**src/intx_agg_map.vh**
```
`ifndef INTX_AGG_MAP_VH
`define INTX_AGG_MAP_VH
`define NUM_DS            4
`define ADDR_W            8
// Global registers
`define OFF_AGG_STATE     8'h00
`define OFF_ROUTE_BUS     8'h04
// Per downstream port block p sits at OFF_PORT_BASE + p*PORT_STRIDE
`define OFF_PORT_BASE     8'h10
`define PORT_STRIDE       8'h10
`define OFF_PCTRL         4'h0
`define OFF_PSTAT         4'h4
`define OFF_MSI_LO        4'h8
`define OFF_MSI_HI        4'hC
// Per port routing windows at OFF_WIN_BASE + p*WIN_STRIDE
`define OFF_WIN_BASE      8'h50
`define WIN_STRIDE        8'h10
`define OFF_WIN_MEM       4'h0
`define OFF_WIN_BUS       4'h4
// Port control fields
`define PC_MSI_EN         0
`define PC_LEG_DIS        1
`define PC_BWM_IE         2
`define PC_ABW_IE         3
`define PC_HP_MASK        4
`define PC_IN_PART        5
`define PC_DEV_LO         8
`define PC_DEV_HI         12
`define PCTRL_RST         32'h0000_0020
// Port status fields, PS_HP to PS_ABW write one to clear, PS_INTA and PS_LINK_UP read only
`define PS_HP             0
`define PS_BWM            1
`define PS_ABW            2
`define PS_INTA           8
`define PS_LINK_UP        9
// Routing methods
`define RT_ADDR           3'h0
`define RT_ID             3'h1
`define RT_ROOT           3'h2
`define RT_BCAST          3'h3
`define RT_LOCAL          3'h4
`define RT_GATHER         3'h5
`define RT_NONE           3'h7
`define MSG_PME_TO_ACK    8'h1B
`endif

```
**src/switch_intx_msi_aggregator.v**
```verilog
// Behaviour
// - Address-routed TLPs go by address window; 64-bit headers match a window only with the upper 32 address bits zero.
// - Config, completions and ID messages go by bus number of the target ID.
// - Messages support route-to-root, broadcast-from-root and local termination.
// - Gathered-to-root only for PME_TO_Ack arriving on a downstream port.
// - Unmasked condition asserting with MSI enabled emits an MSI.
// - With MSI off, assertion raises INTA unless legacy interrupts are disabled.
// - Negation drops INTA only with MSI off and legacy interrupts enabled.
// - Condition ends when every causing unmasked status bit is masked or cleared.
// - An MSI from a live port (link up and in the partition) is forwarded to the upstream port; a second one while the first is still pending merges with it.
// - Sources are hot-plug and two bandwidth bits, the latter when enabled.
// - A port's own legacy interrupt uses only wire A.
// - Keep aggregated state for wires A to D at the upstream port only.
// - Send Assert_INTx when the upstream aggregate rises.
// - Send Deassert_INTx when the upstream aggregate falls.
// - Downstream bridges do no remapping; remap only at upstream.
// - Upstream rotates device N wire y to wire (y + N mod 4) mod 4.
// - Device wires include received and self-generated interrupts.
// - Link down or leaving the partition negates that port's wires.
// - Each partition is an independent instance with separate state.
`timescale 1ns/100ps
`include "intx_agg_map.vh"
module switch_intx_msi_aggregator (
   input  wire                clk,
   input  wire                arst_n,
   input  wire [`ADDR_W-1:0]  reg_addr,
   input  wire [31:0]         reg_wdata,
   input  wire                reg_wr,
   input  wire                reg_rd,
   output reg  [31:0]         reg_rdata_q,
   input  wire [3:0]          hp_event,
   input  wire [3:0]          bwm_event,
   input  wire [3:0]          abw_event,
   input  wire [3:0]          link_up,
   input  wire [15:0]         ext_intx,
   input  wire [3:0]          up_own_intx,
   output reg                 intx_msg_valid_q,
   output reg                 intx_msg_assert_q,
   output reg  [1:0]          intx_msg_wire_q,
   output reg                 msi_valid_q,
   output reg  [1:0]          msi_src_port_q,
   output reg  [63:0]         msi_addr_q,
   input  wire                tlp_valid,
   input  wire [6:0]          tlp_fmt_type,
   input  wire [63:0]         tlp_addr,
   input  wire [15:0]         tlp_dest_id,
   input  wire [7:0]          tlp_msg_code,
   input  wire                tlp_src_up,
   output wire                route_valid_q,
   output wire [4:0]          route_port_q,
   output wire [2:0]          route_method_q,
   output wire                route_drop_q
);
   // One instance serves one partition; no state is shared between instances.

   ////////////////////////////////////////////////////////////////////////////////
   // Register decode

   reg  [31:0] pctrl_q   [0:3];
   reg  [2:0]  pstat_q   [0:3];
   reg  [31:0] msi_lo_q  [0:3];
   reg  [31:0] msi_hi_q  [0:3];
   reg  [31:0] win_mem_q [0:3];
   reg  [15:0] win_bus_q [0:3];
   reg  [7:0]  own_bus_q;
   reg  [3:0]  agg_q;
   reg  [3:0]  sent_q;
   reg  [3:0]  msi_pend_q;
   reg  [31:0] rdata_d;

   wire        in_port = (reg_addr >= `OFF_PORT_BASE) && (reg_addr < `OFF_WIN_BASE);
   wire        in_win  = (reg_addr >= `OFF_WIN_BASE) && (reg_addr < (`OFF_WIN_BASE + 8'h40));
   wire [7:0]  prel    = reg_addr - `OFF_PORT_BASE;
   wire [7:0]  wrel    = reg_addr - `OFF_WIN_BASE;
   wire [1:0]  psel    = prel[5:4];
   wire [1:0]  wsel    = wrel[5:4];
   wire [3:0]  pofs    = prel[3:0];
   wire [3:0]  wofs    = wrel[3:0];

   ////////////////////////////////////////////////////////////////////////////////
   // Per port interrupt generation

   wire [3:0]  msi_pulse;
   wire [3:0]  own_inta;
   wire [3:0]  port_live;
   wire [127:0] win_mem_flat;
   wire [63:0] win_bus_flat;

   genvar g;
   generate
      for (g = 0; g < `NUM_DS; g = g + 1) begin : g_port
         wire [2:0] unmask = {pctrl_q[g][`PC_ABW_IE], pctrl_q[g][`PC_BWM_IE],
                              ~pctrl_q[g][`PC_HP_MASK]};
         port_irq_gen u_gen (
            .clk                (clk),
            .arst_n             (arst_n),
            .status             (pstat_q[g]),
            .unmask             (unmask),
            .msi_en             (pctrl_q[g][`PC_MSI_EN]),
            .legacy_irq_disable (pctrl_q[g][`PC_LEG_DIS]),
            .msi_pulse_q        (msi_pulse[g]),
            .inta_q             (own_inta[g])
         );
         assign port_live[g] = link_up[g] & pctrl_q[g][`PC_IN_PART];
         assign win_mem_flat[32*g +: 32]   = win_mem_q[g];
         assign win_bus_flat[16*g +: 16]   = win_bus_q[g];
      end
   endgenerate

   ////////////////////////////////////////////////////////////////////////////////
   // Register writes and hardware status

   integer p;
   always @(posedge clk or negedge arst_n) begin
      if (!arst_n) begin
         for (p = 0; p < `NUM_DS; p = p + 1) begin
            pctrl_q[p]   <= `PCTRL_RST;
            pstat_q[p]   <= 3'h0;
            msi_lo_q[p]  <= 32'h0000_0000;
            msi_hi_q[p]  <= 32'h0000_0000;
            win_mem_q[p] <= 32'h0000_0000;
            win_bus_q[p] <= 16'h0000;
         end
         own_bus_q <= 8'h00;
      end else begin
         for (p = 0; p < `NUM_DS; p = p + 1) begin
            // Hardware set wins over a write-one-to-clear in the same cycle
            pstat_q[p] <= (pstat_q[p] & ~((reg_wr && in_port && psel == p[1:0] && pofs == `OFF_PSTAT)
                                          ? reg_wdata[2:0] : 3'h0))
                          | {abw_event[p], bwm_event[p], hp_event[p]};
         end
         if (reg_wr && in_port) begin
            case (pofs)
               `OFF_PCTRL:  pctrl_q[psel]  <= reg_wdata & 32'h0000_1F3F;
               `OFF_MSI_LO: msi_lo_q[psel] <= {reg_wdata[31:2], 2'b00};
               `OFF_MSI_HI: msi_hi_q[psel] <= reg_wdata;
               default:     ;
            endcase
         end
         if (reg_wr && in_win) begin
            case (wofs)
               `OFF_WIN_MEM: win_mem_q[wsel] <= reg_wdata;
               `OFF_WIN_BUS: win_bus_q[wsel] <= reg_wdata[15:0];
               default:      ;
            endcase
         end
         if (reg_wr && reg_addr == `OFF_ROUTE_BUS) begin
            own_bus_q <= reg_wdata[7:0];
         end
      end
   end

   ////////////////////////////////////////////////////////////////////////////////
   // Register reads, data one cycle after the strobe

   always @* begin
      rdata_d = 32'h0000_0000;
      if (reg_addr == `OFF_AGG_STATE) begin
         rdata_d = {24'h0, sent_q, agg_q};
      end else if (reg_addr == `OFF_ROUTE_BUS) begin
         rdata_d = {24'h0, own_bus_q};
      end else if (in_port) begin
         case (pofs)
            `OFF_PCTRL:  rdata_d = pctrl_q[psel];
            `OFF_PSTAT:  rdata_d = {22'h0, port_live[psel], own_inta[psel], 5'h0, pstat_q[psel]};
            `OFF_MSI_LO: rdata_d = msi_lo_q[psel];
            `OFF_MSI_HI: rdata_d = msi_hi_q[psel];
            default:     rdata_d = 32'h0000_0000;
         endcase
      end else if (in_win) begin
         case (wofs)
            `OFF_WIN_MEM: rdata_d = win_mem_q[wsel];
            `OFF_WIN_BUS: rdata_d = {16'h0, win_bus_q[wsel]};
            default:      rdata_d = 32'h0000_0000;
         endcase
      end
   end

   always @(posedge clk or negedge arst_n) begin
      if (!arst_n) begin
         reg_rdata_q <= 32'h0000_0000;
      end else begin
         reg_rdata_q <= reg_rd ? rdata_d : 32'h0000_0000;
      end
   end

   ////////////////////////////////////////////////////////////////////////////////
   // Legacy wire aggregation at the upstream port

   reg [3:0] dev_wires [0:3];
   reg [3:0] agg_d;
   reg [1:0] rot;
   integer   q;
   integer   y;

   always @* begin
      agg_d = up_own_intx;
      for (q = 0; q < `NUM_DS; q = q + 1) begin
         // Own interrupt only on wire A; downstream bridges pass wires unmapped.
         dev_wires[q] = (ext_intx[4*q +: 4] | {3'b000, own_inta[q]})
                        & {4{port_live[q]}};
         rot = pctrl_q[q][`PC_DEV_LO +: 2];
         for (y = 0; y < 4; y = y + 1) begin
            agg_d[(y + rot) % 4] = agg_d[(y + rot) % 4] | dev_wires[q][y];
         end
      end
   end

   // Each wire differing from what the root last heard is reported, lowest first.
   reg [1:0] pick;
   reg       pick_ok;
   integer   k;
   always @* begin
      pick    = 2'b00;
      pick_ok = 1'b0;
      for (k = 3; k >= 0; k = k - 1) begin
         if (agg_q[k] != sent_q[k]) begin
            pick    = k[1:0];
            pick_ok = 1'b1;
         end
      end
   end

   always @(posedge clk or negedge arst_n) begin
      if (!arst_n) begin
         agg_q             <= 4'h0;
         sent_q            <= 4'h0;
         intx_msg_valid_q  <= 1'b0;
         intx_msg_assert_q <= 1'b0;
         intx_msg_wire_q   <= 2'b00;
      end else begin
         agg_q            <= agg_d;
         intx_msg_valid_q <= pick_ok;
         if (pick_ok) begin
            sent_q[pick]      <= agg_q[pick];
            intx_msg_assert_q <= agg_q[pick];
            intx_msg_wire_q   <= pick;
         end
      end
   end

   ////////////////////////////////////////////////////////////////////////////////
   // MSI forwarding to the upstream port

   reg [1:0] msel;
   reg       msel_ok;
   integer   m;
   always @* begin
      msel    = 2'b00;
      msel_ok = 1'b0;
      for (m = 3; m >= 0; m = m - 1) begin
         if (msi_pend_q[m]) begin
            msel    = m[1:0];
            msel_ok = 1'b1;
         end
      end
   end

   always @(posedge clk or negedge arst_n) begin
      if (!arst_n) begin
         msi_pend_q     <= 4'h0;
         msi_valid_q    <= 1'b0;
         msi_src_port_q <= 2'b00;
         msi_addr_q     <= 64'h0000_0000_0000_0000;
      end else begin
         msi_pend_q  <= (msi_pend_q & ~({3'b000, msel_ok} << msel)) | (msi_pulse & port_live);
         msi_valid_q <= msel_ok;
         if (msel_ok) begin
            msi_src_port_q <= msel;
            msi_addr_q     <= {msi_hi_q[msel], msi_lo_q[msel]};
         end
      end
   end

   ////////////////////////////////////////////////////////////////////////////////
   // Transaction routing selection

   route_select u_route (
      .clk            (clk),
      .arst_n         (arst_n),
      .tlp_valid      (tlp_valid),
      .tlp_fmt_type   (tlp_fmt_type),
      .tlp_addr       (tlp_addr),
      .tlp_dest_id    (tlp_dest_id),
      .tlp_msg_code   (tlp_msg_code),
      .tlp_src_up     (tlp_src_up),
      .win_mem        (win_mem_flat),
      .win_bus        (win_bus_flat),
      .port_live      (port_live),
      .route_valid_q  (route_valid_q),
      .route_port_q   (route_port_q),
      .route_method_q (route_method_q),
      .route_drop_q   (route_drop_q)
   );
endmodule // switch_intx_msi_aggregator

```
**src/port_irq_gen.v**
```verilog
`timescale 1ns/100ps
module port_irq_gen (
   input  wire       clk,
   input  wire       arst_n,
   input  wire [2:0] status,
   input  wire [2:0] unmask,
   input  wire       msi_en,
   input  wire       legacy_irq_disable,
   output reg        msi_pulse_q,
   output reg        inta_q
);
   reg  cond_q;
   wire cond_d = |(status & unmask);

   always @(posedge clk or negedge arst_n) begin
      if (!arst_n) begin
         cond_q      <= 1'b0;
         msi_pulse_q <= 1'b0;
         inta_q      <= 1'b0;
      end else begin
         cond_q      <= cond_d;
         msi_pulse_q <= cond_d & ~cond_q & msi_en;
         if (cond_d && !cond_q && !msi_en && !legacy_irq_disable) begin
            inta_q <= 1'b1;
         end else if (!cond_d && cond_q && !msi_en && !legacy_irq_disable) begin
            inta_q <= 1'b0;
         end
      end
   end
endmodule // port_irq_gen

```
**src/route_select.v**
```verilog
`timescale 1ns/100ps
`include "intx_agg_map.vh"
module route_select (
   input  wire        clk,
   input  wire        arst_n,
   input  wire        tlp_valid,
   input  wire [6:0]  tlp_fmt_type,
   input  wire [63:0] tlp_addr,
   input  wire [15:0] tlp_dest_id,
   input  wire [7:0]  tlp_msg_code,
   input  wire        tlp_src_up,
   input  wire [127:0] win_mem,
   input  wire [63:0] win_bus,
   input  wire [3:0]  port_live,
   output reg         route_valid_q,
   output reg  [4:0]  route_port_q,
   output reg  [2:0]  route_method_q,
   output reg         route_drop_q
);
   reg [4:0] port_d;
   reg [2:0] meth_d;
   reg       drop_d;
   reg [3:0] amatch;
   reg [3:0] imatch;
   integer   i;
   wire [4:0] ty    = tlp_fmt_type[4:0];
   wire       is4dw = tlp_fmt_type[5];
   wire       is_msg = (ty[4:3] == 2'b10);
   wire       by_addr = (ty[4:1] == 4'b0000) || (ty == 5'b00010) || (is_msg && ty[2:0] == 3'b001);
   wire       by_id   = (ty[4:1] == 4'b0010) || (ty[4:1] == 4'b0101) || (is_msg && ty[2:0] == 3'b010);

   always @* begin
      for (i = 0; i < `NUM_DS; i = i + 1) begin
         amatch[i] = port_live[i] && (!is4dw || tlp_addr[63:32] == 32'h0000_0000) &&
                     tlp_addr[31:16] >= win_mem[32*i +: 16] && tlp_addr[31:16] <= win_mem[32*i+16 +: 16];
         imatch[i] = port_live[i] && tlp_dest_id[15:8] >= win_bus[16*i +: 8] &&
                     tlp_dest_id[15:8] <= win_bus[16*i+8 +: 8];
      end
      port_d = 5'h00;
      meth_d = `RT_NONE;
      drop_d = 1'b0;
      if (by_addr) begin
         meth_d = `RT_ADDR;
         port_d = (|amatch) ? {amatch, 1'b0} : {4'h0, ~tlp_src_up};
      end else if (by_id) begin
         meth_d = `RT_ID;
         port_d = (|imatch) ? {imatch, 1'b0} : {4'h0, ~tlp_src_up};
      end else if (is_msg && ty[2:0] == 3'b000) begin
         meth_d = `RT_ROOT;
         port_d = {4'h0, ~tlp_src_up};
      end else if (is_msg && ty[2:0] == 3'b011) begin
         meth_d = `RT_BCAST;
         port_d = tlp_src_up ? {port_live, 1'b0} : 5'h00;
      end else if (is_msg && ty[2:0] == 3'b100) begin
         meth_d = `RT_LOCAL;
      end else if (is_msg && ty[2:0] == 3'b101 && !tlp_src_up && tlp_msg_code == `MSG_PME_TO_ACK) begin
         meth_d = `RT_GATHER;
         port_d = 5'h01;
      end
      if (meth_d != `RT_LOCAL && port_d == 5'h00) begin
         drop_d = 1'b1;
      end
   end

   always @(posedge clk or negedge arst_n) begin
      if (!arst_n) begin
         route_valid_q  <= 1'b0;
         route_port_q   <= 5'h00;
         route_method_q <= `RT_NONE;
         route_drop_q   <= 1'b0;
      end else begin
         route_valid_q  <= tlp_valid;
         route_port_q   <= tlp_valid ? port_d : 5'h00;
         route_method_q <= tlp_valid ? meth_d : `RT_NONE;
         route_drop_q   <= tlp_valid & drop_d;
      end
   end
endmodule // route_select

```
**config.mk**
```make
export PLATFORM = sky130hd
export DESIGN_NAME = switch_intx_msi_aggregator
export DESIGN_NICKNAME = d
export VERILOG_FILES = /design/src/switch_intx_msi_aggregator.v /design/src/port_irq_gen.v /design/src/route_select.v
export VERILOG_INCLUDE_DIRS = /design/src /design/src/src
export SDC_FILE = /design/constraint.sdc
export NUM_CORES = 1
export LEC_CHECK = 0
export ABC_AREA = 1
export BUFFER_PORTS_ARGS = -buffer_cell sky130_fd_sc_hd__buf_2
export CORE_MARGIN = 3
export CORE_UTILIZATION = 30
export CTS_BUF_LIST = sky130_fd_sc_hd__clkbuf_8
export DETAILED_ROUTE_END_ITERATION = 10
export PLACE_DENSITY = 0.51
export SYNTH_ARGS = -nofsm -noshare
export SYNTH_HDL_FRONTEND = slang
export SYNTH_SLANG_ARGS = --single-unit
```
**constraint.sdc**
```tcl
create_clock -name clk -period 12.77 [get_ports clk]
set_clock_uncertainty 0.05 [all_clocks]
set_input_delay 0.6385 -clock clk [delete_from_list [all_inputs] [get_ports clk]]
set_output_delay 0.6385 -clock clk [all_outputs]
set_load 0.01 [all_outputs]
```
==> results.ini <==
[pwr]
pwr-share-clk=0.379
power_switching_mw=1.674
power_mw=5.250
pwr-share-seq=0.437
power_density_nw_per_um2=127.9
p_sw_frac=0.3188
intPower_mw=3.576
p_leak_nw=19.19
comb_power_share=0.184
ir_drop_uv=79.41

[sta]
finalHoldViolations=0
finalCritPeriodShare=0.6007
slew_viol_final=0
worst_pin_slew_ns=1.110
fmax_ghz=0.1304
finalCriticalPeriod_ns=7.671
setup_viol=0
tns_ns=0
max-slew-margin-rel=0.2599
rsz0062_at_grt=false

[final_layout]
drive_gt1_frac=0.1123
stdcell_count=6441
syn2layout_area_growth_pct=14.25
final_cell_mix=o21ai_0 (827), nand2_1 (796), dfrtp_1 (632)
fin_nets=5136
final.fill_count=12630
mostFrequentLayoutCell=o21ai_0

[route]
vias_per_cell=5.052
wl_per_cell_microns=20.66
drtIter0Drc=2783
ant_nets=0
drc=0
first_pass_iters=5
wl_microns=133100
vias=32540

[synthesis]
synth_warnings=0
synth_cell_types=49
synth-simple-area-share=0.1473
synthAdderAreaFrac=0.07453
synthesis.area_sq_um=35920
syn_inst=4602
synthMuxAreaShare=0
ys_ff_latch=639
yosysSeqAreaShare=0.4454
synthFlopType=dfrtp_1
synth_compound_area_frac=0.2432
ys_async_sr_fraction=1.000
syn_area_per_cell_sq_um=7.806
synth_edf_count=0
synth_top_family_by_area=compound AO/OA/AOI/OAI gates
synth_xor_area_frac=0.0009752

[cts]
cts_tree=built
cts.sinks=639
worstSkewPairLatency_ns=0.79
cts_made_buffers=118
clock-root-buffer=clkbuf_8
htree_levels=3
clk_pin_slew_ns=0.06
postCtsSetupBuffers=0
cts_buffer_depth=3

[setup_path]
slowest_delay_ns=0.65
crit_slowest_cell=dfrtp_1
critical_path_class=reg -> reg
cp_common_cell=nand3_1
start_kind=register
arrival_ns=8.27
endpoint_kind=register
path_max_fanout=13
required_ns=13.37

[status]
outcome=finished clean

[global_routing]
overflow=0
grtUsageTotal=0.2093
grt_start_max_net_pins=173
grt_pass1_vias=30840
grt_first_pass_wirelength_microns=199600
antenna_found_initial=25

[placed_design]
place_inst=6214
hpwl_microns=89510
portBuffers=262
gp_congestion=0.8891

[flow_run]
max-cap-violations=0

[die]
num_rows=126
die_h_microns=352.0
core_sq_um=118400
start_util=0.3034
die_area_sq_um=123900
die_w_microns=352.0
io_pins=290

[worst_hold_path]
hold_path.class=in -> reg

[registers in the layout, summed over array words and instances, names as in the netlist, 3 cells and up]
register,count
g_port.u_gen.cond_q,4
msi_addr_q,62
pstat_q,12
g_port.u_gen.inta_q,4
g_port.u_gen.msi_pulse_q,4
msi_lo_q,120
win_bus_flat,64
own_bus_q,8
reg_rdata_q,32
sent_q,4
agg_q,4
u_route.route_method_q,3
win_mem_flat,128
g_port.unmask,8
pctrl_q,36
u_route.route_port_q,5
msi_hi_q,128
msi_pend_q,4
[per-layer routing]
layer,track usage,wire length [microns],part of all wire,vias up
met2,0.3377,61250,0.46,949
met3,0.03495,8679,0.065,182
li1,-,-,-,15830
met1,0.2899,59960,0.45,15580
met5,0,37,0.00028,-
met4,0.05586,3131,0.024,6
[kinds of logic (layout without fill, tap and decap cells)]
logic type | after synthesis | in the layout
buf+inv | 819 | 1043
xor+xnor | 4 | 4
other cells | 1 | 16
compound gates | 1641 | 1641
simple gates | 1284 | 1284
flops | 639 | 639
fa+ha+maj | 214 | 214
[worst max-delay path, delay by kind of cell, from the launching register on]
kind,cells,cell delay [ns]
buf+inv,1,0.21
flops,1,0.65
simple gates,63,6.31
fa+ha+maj,1,0.34
[through the flow]
stage,hold WS (ns),utilization,cell area (sq um),setup WS [ns]
6_report,0.06648,0.3466,41040,5.099
2_1_floorplan,0.2929,-,35930,6.653
5_1_grt,0.02909,0.3464,41010,4.195
3_3_place_gp,0.4119,0.3259,38590,5.267
3_5_place_dp,0.4018,0.3259,38590,5.244
4_1_cts,0.002778,0.3464,41010,5.210
[synthesized netlist by cell type (2+ instances only)]
cell	n	area (sq um)
nand4_1	22	137.6
clkbuf_1	250	938.4
o22ai_1	9	56.30
a221oi_1	2	17.52
a21oi_1	543	2718
o21ai_1	42	210.2
o31ai_1	4	30.03
o2111ai_1	3	26.28
nand2_2	16	100.1
a22o_1	2	17.52
nor2_1	200	750.7
dfstp_2	7	183.9
clkinv_1	7	26.28
dfrtp_1	632	15820
a21o_1	2	15.01
nor3_1	37	185.2
buf_4	2	15.01
nand3_1	170	850.8
xnor2_1	3	26.28
o32ai_1	5	43.79
a31oi_1	64	400.4
a21boi_0	9	67.56
inv_2	3	11.26
buf_1	31	116.4
o211ai_1	47	352.8
o41ai_1	5	43.79
nor4_1	16	100.1
nand3_2	7	70.07
clkbuf_8	2	27.53
o21bai_1	6	45.04
inv_1	512	1922
ha_1	214	2678
o221ai_1	11	96.34
nand2_1	803	3014
a211oi_1	29	217.7
o21a_1	27	202.7
or2_2	13	81.33
o21ai_0	827	4139
clkbuf_2	8	40.04
[power groups by stage]
stage / logic (mW) / clock network, mW / registers, mW
final: 0.969 / 1.99 / 2.29
after global routing: 1.11 / 2.14 / 2.31
after CTS: 0.973 / 2.04 / 2.29
after detailed placement: 0.964 / 0 / 2.32
after global placement: 0.953 / 0 / 2.32
after floorplan: 0.632 / 0 / 2.31
[final cells by class]
| cell class | count | area (sq um) | area share |
|---|---|---|---|
| clock buffer | 148 | 2037 | 0.04963 |
| inverter | 524 | 2016 | 0.04911 |
| sequential | 639 | 16000 | 0.3898 |
| antenna | 14 | 35.03 | 0.0008536 |
| multi-input combinational | 3145 | 16860 | 0.4108 |
| timing repair buffer | 317 | 1821 | 0.04436 |
| clock inverter | 54 | 274.0 | 0.006676 |
| tap | 1600 | 2002 | 0.04878 |
[final timing paths]
| kind | endpoint | start | slack (ns) | cells past startpoint |
|---|---|---|---|---|
| max | agg_q[2]$_DFF_PN0_ | pctrl_q[104]$_DFFE_PN0P_ | 5.10 | 65 |
| min | pstat_q[9]$_DFF_PN0_ | hp_event[0] | 0.07 | 2 |
| max reg2reg | agg_q[2]$_DFF_PN0_ | pctrl_q[104]$_DFFE_PN0P_ | 5.10 | 65 |
| min reg2reg | pctrl_q[42]$_DFFE_PN0P_ | pctrl_q[42]$_DFFE_PN0P_ | 0.43 | 2 |
| max in group asynchronous | u_route.route_valid_q$_DFF_PN0_ | arst_n | 10.04 | 4 |
| min in group asynchronous | msi_addr_q[24]$_DFFE_PN0N_ | arst_n | 0.44 | 2 |
[what timing repair did]
action,CTS,global route
hold buffers,11,0
endpoints found under the hold margin,100,0
resized for setup,0,0
(Power assumes the default switching activity.)
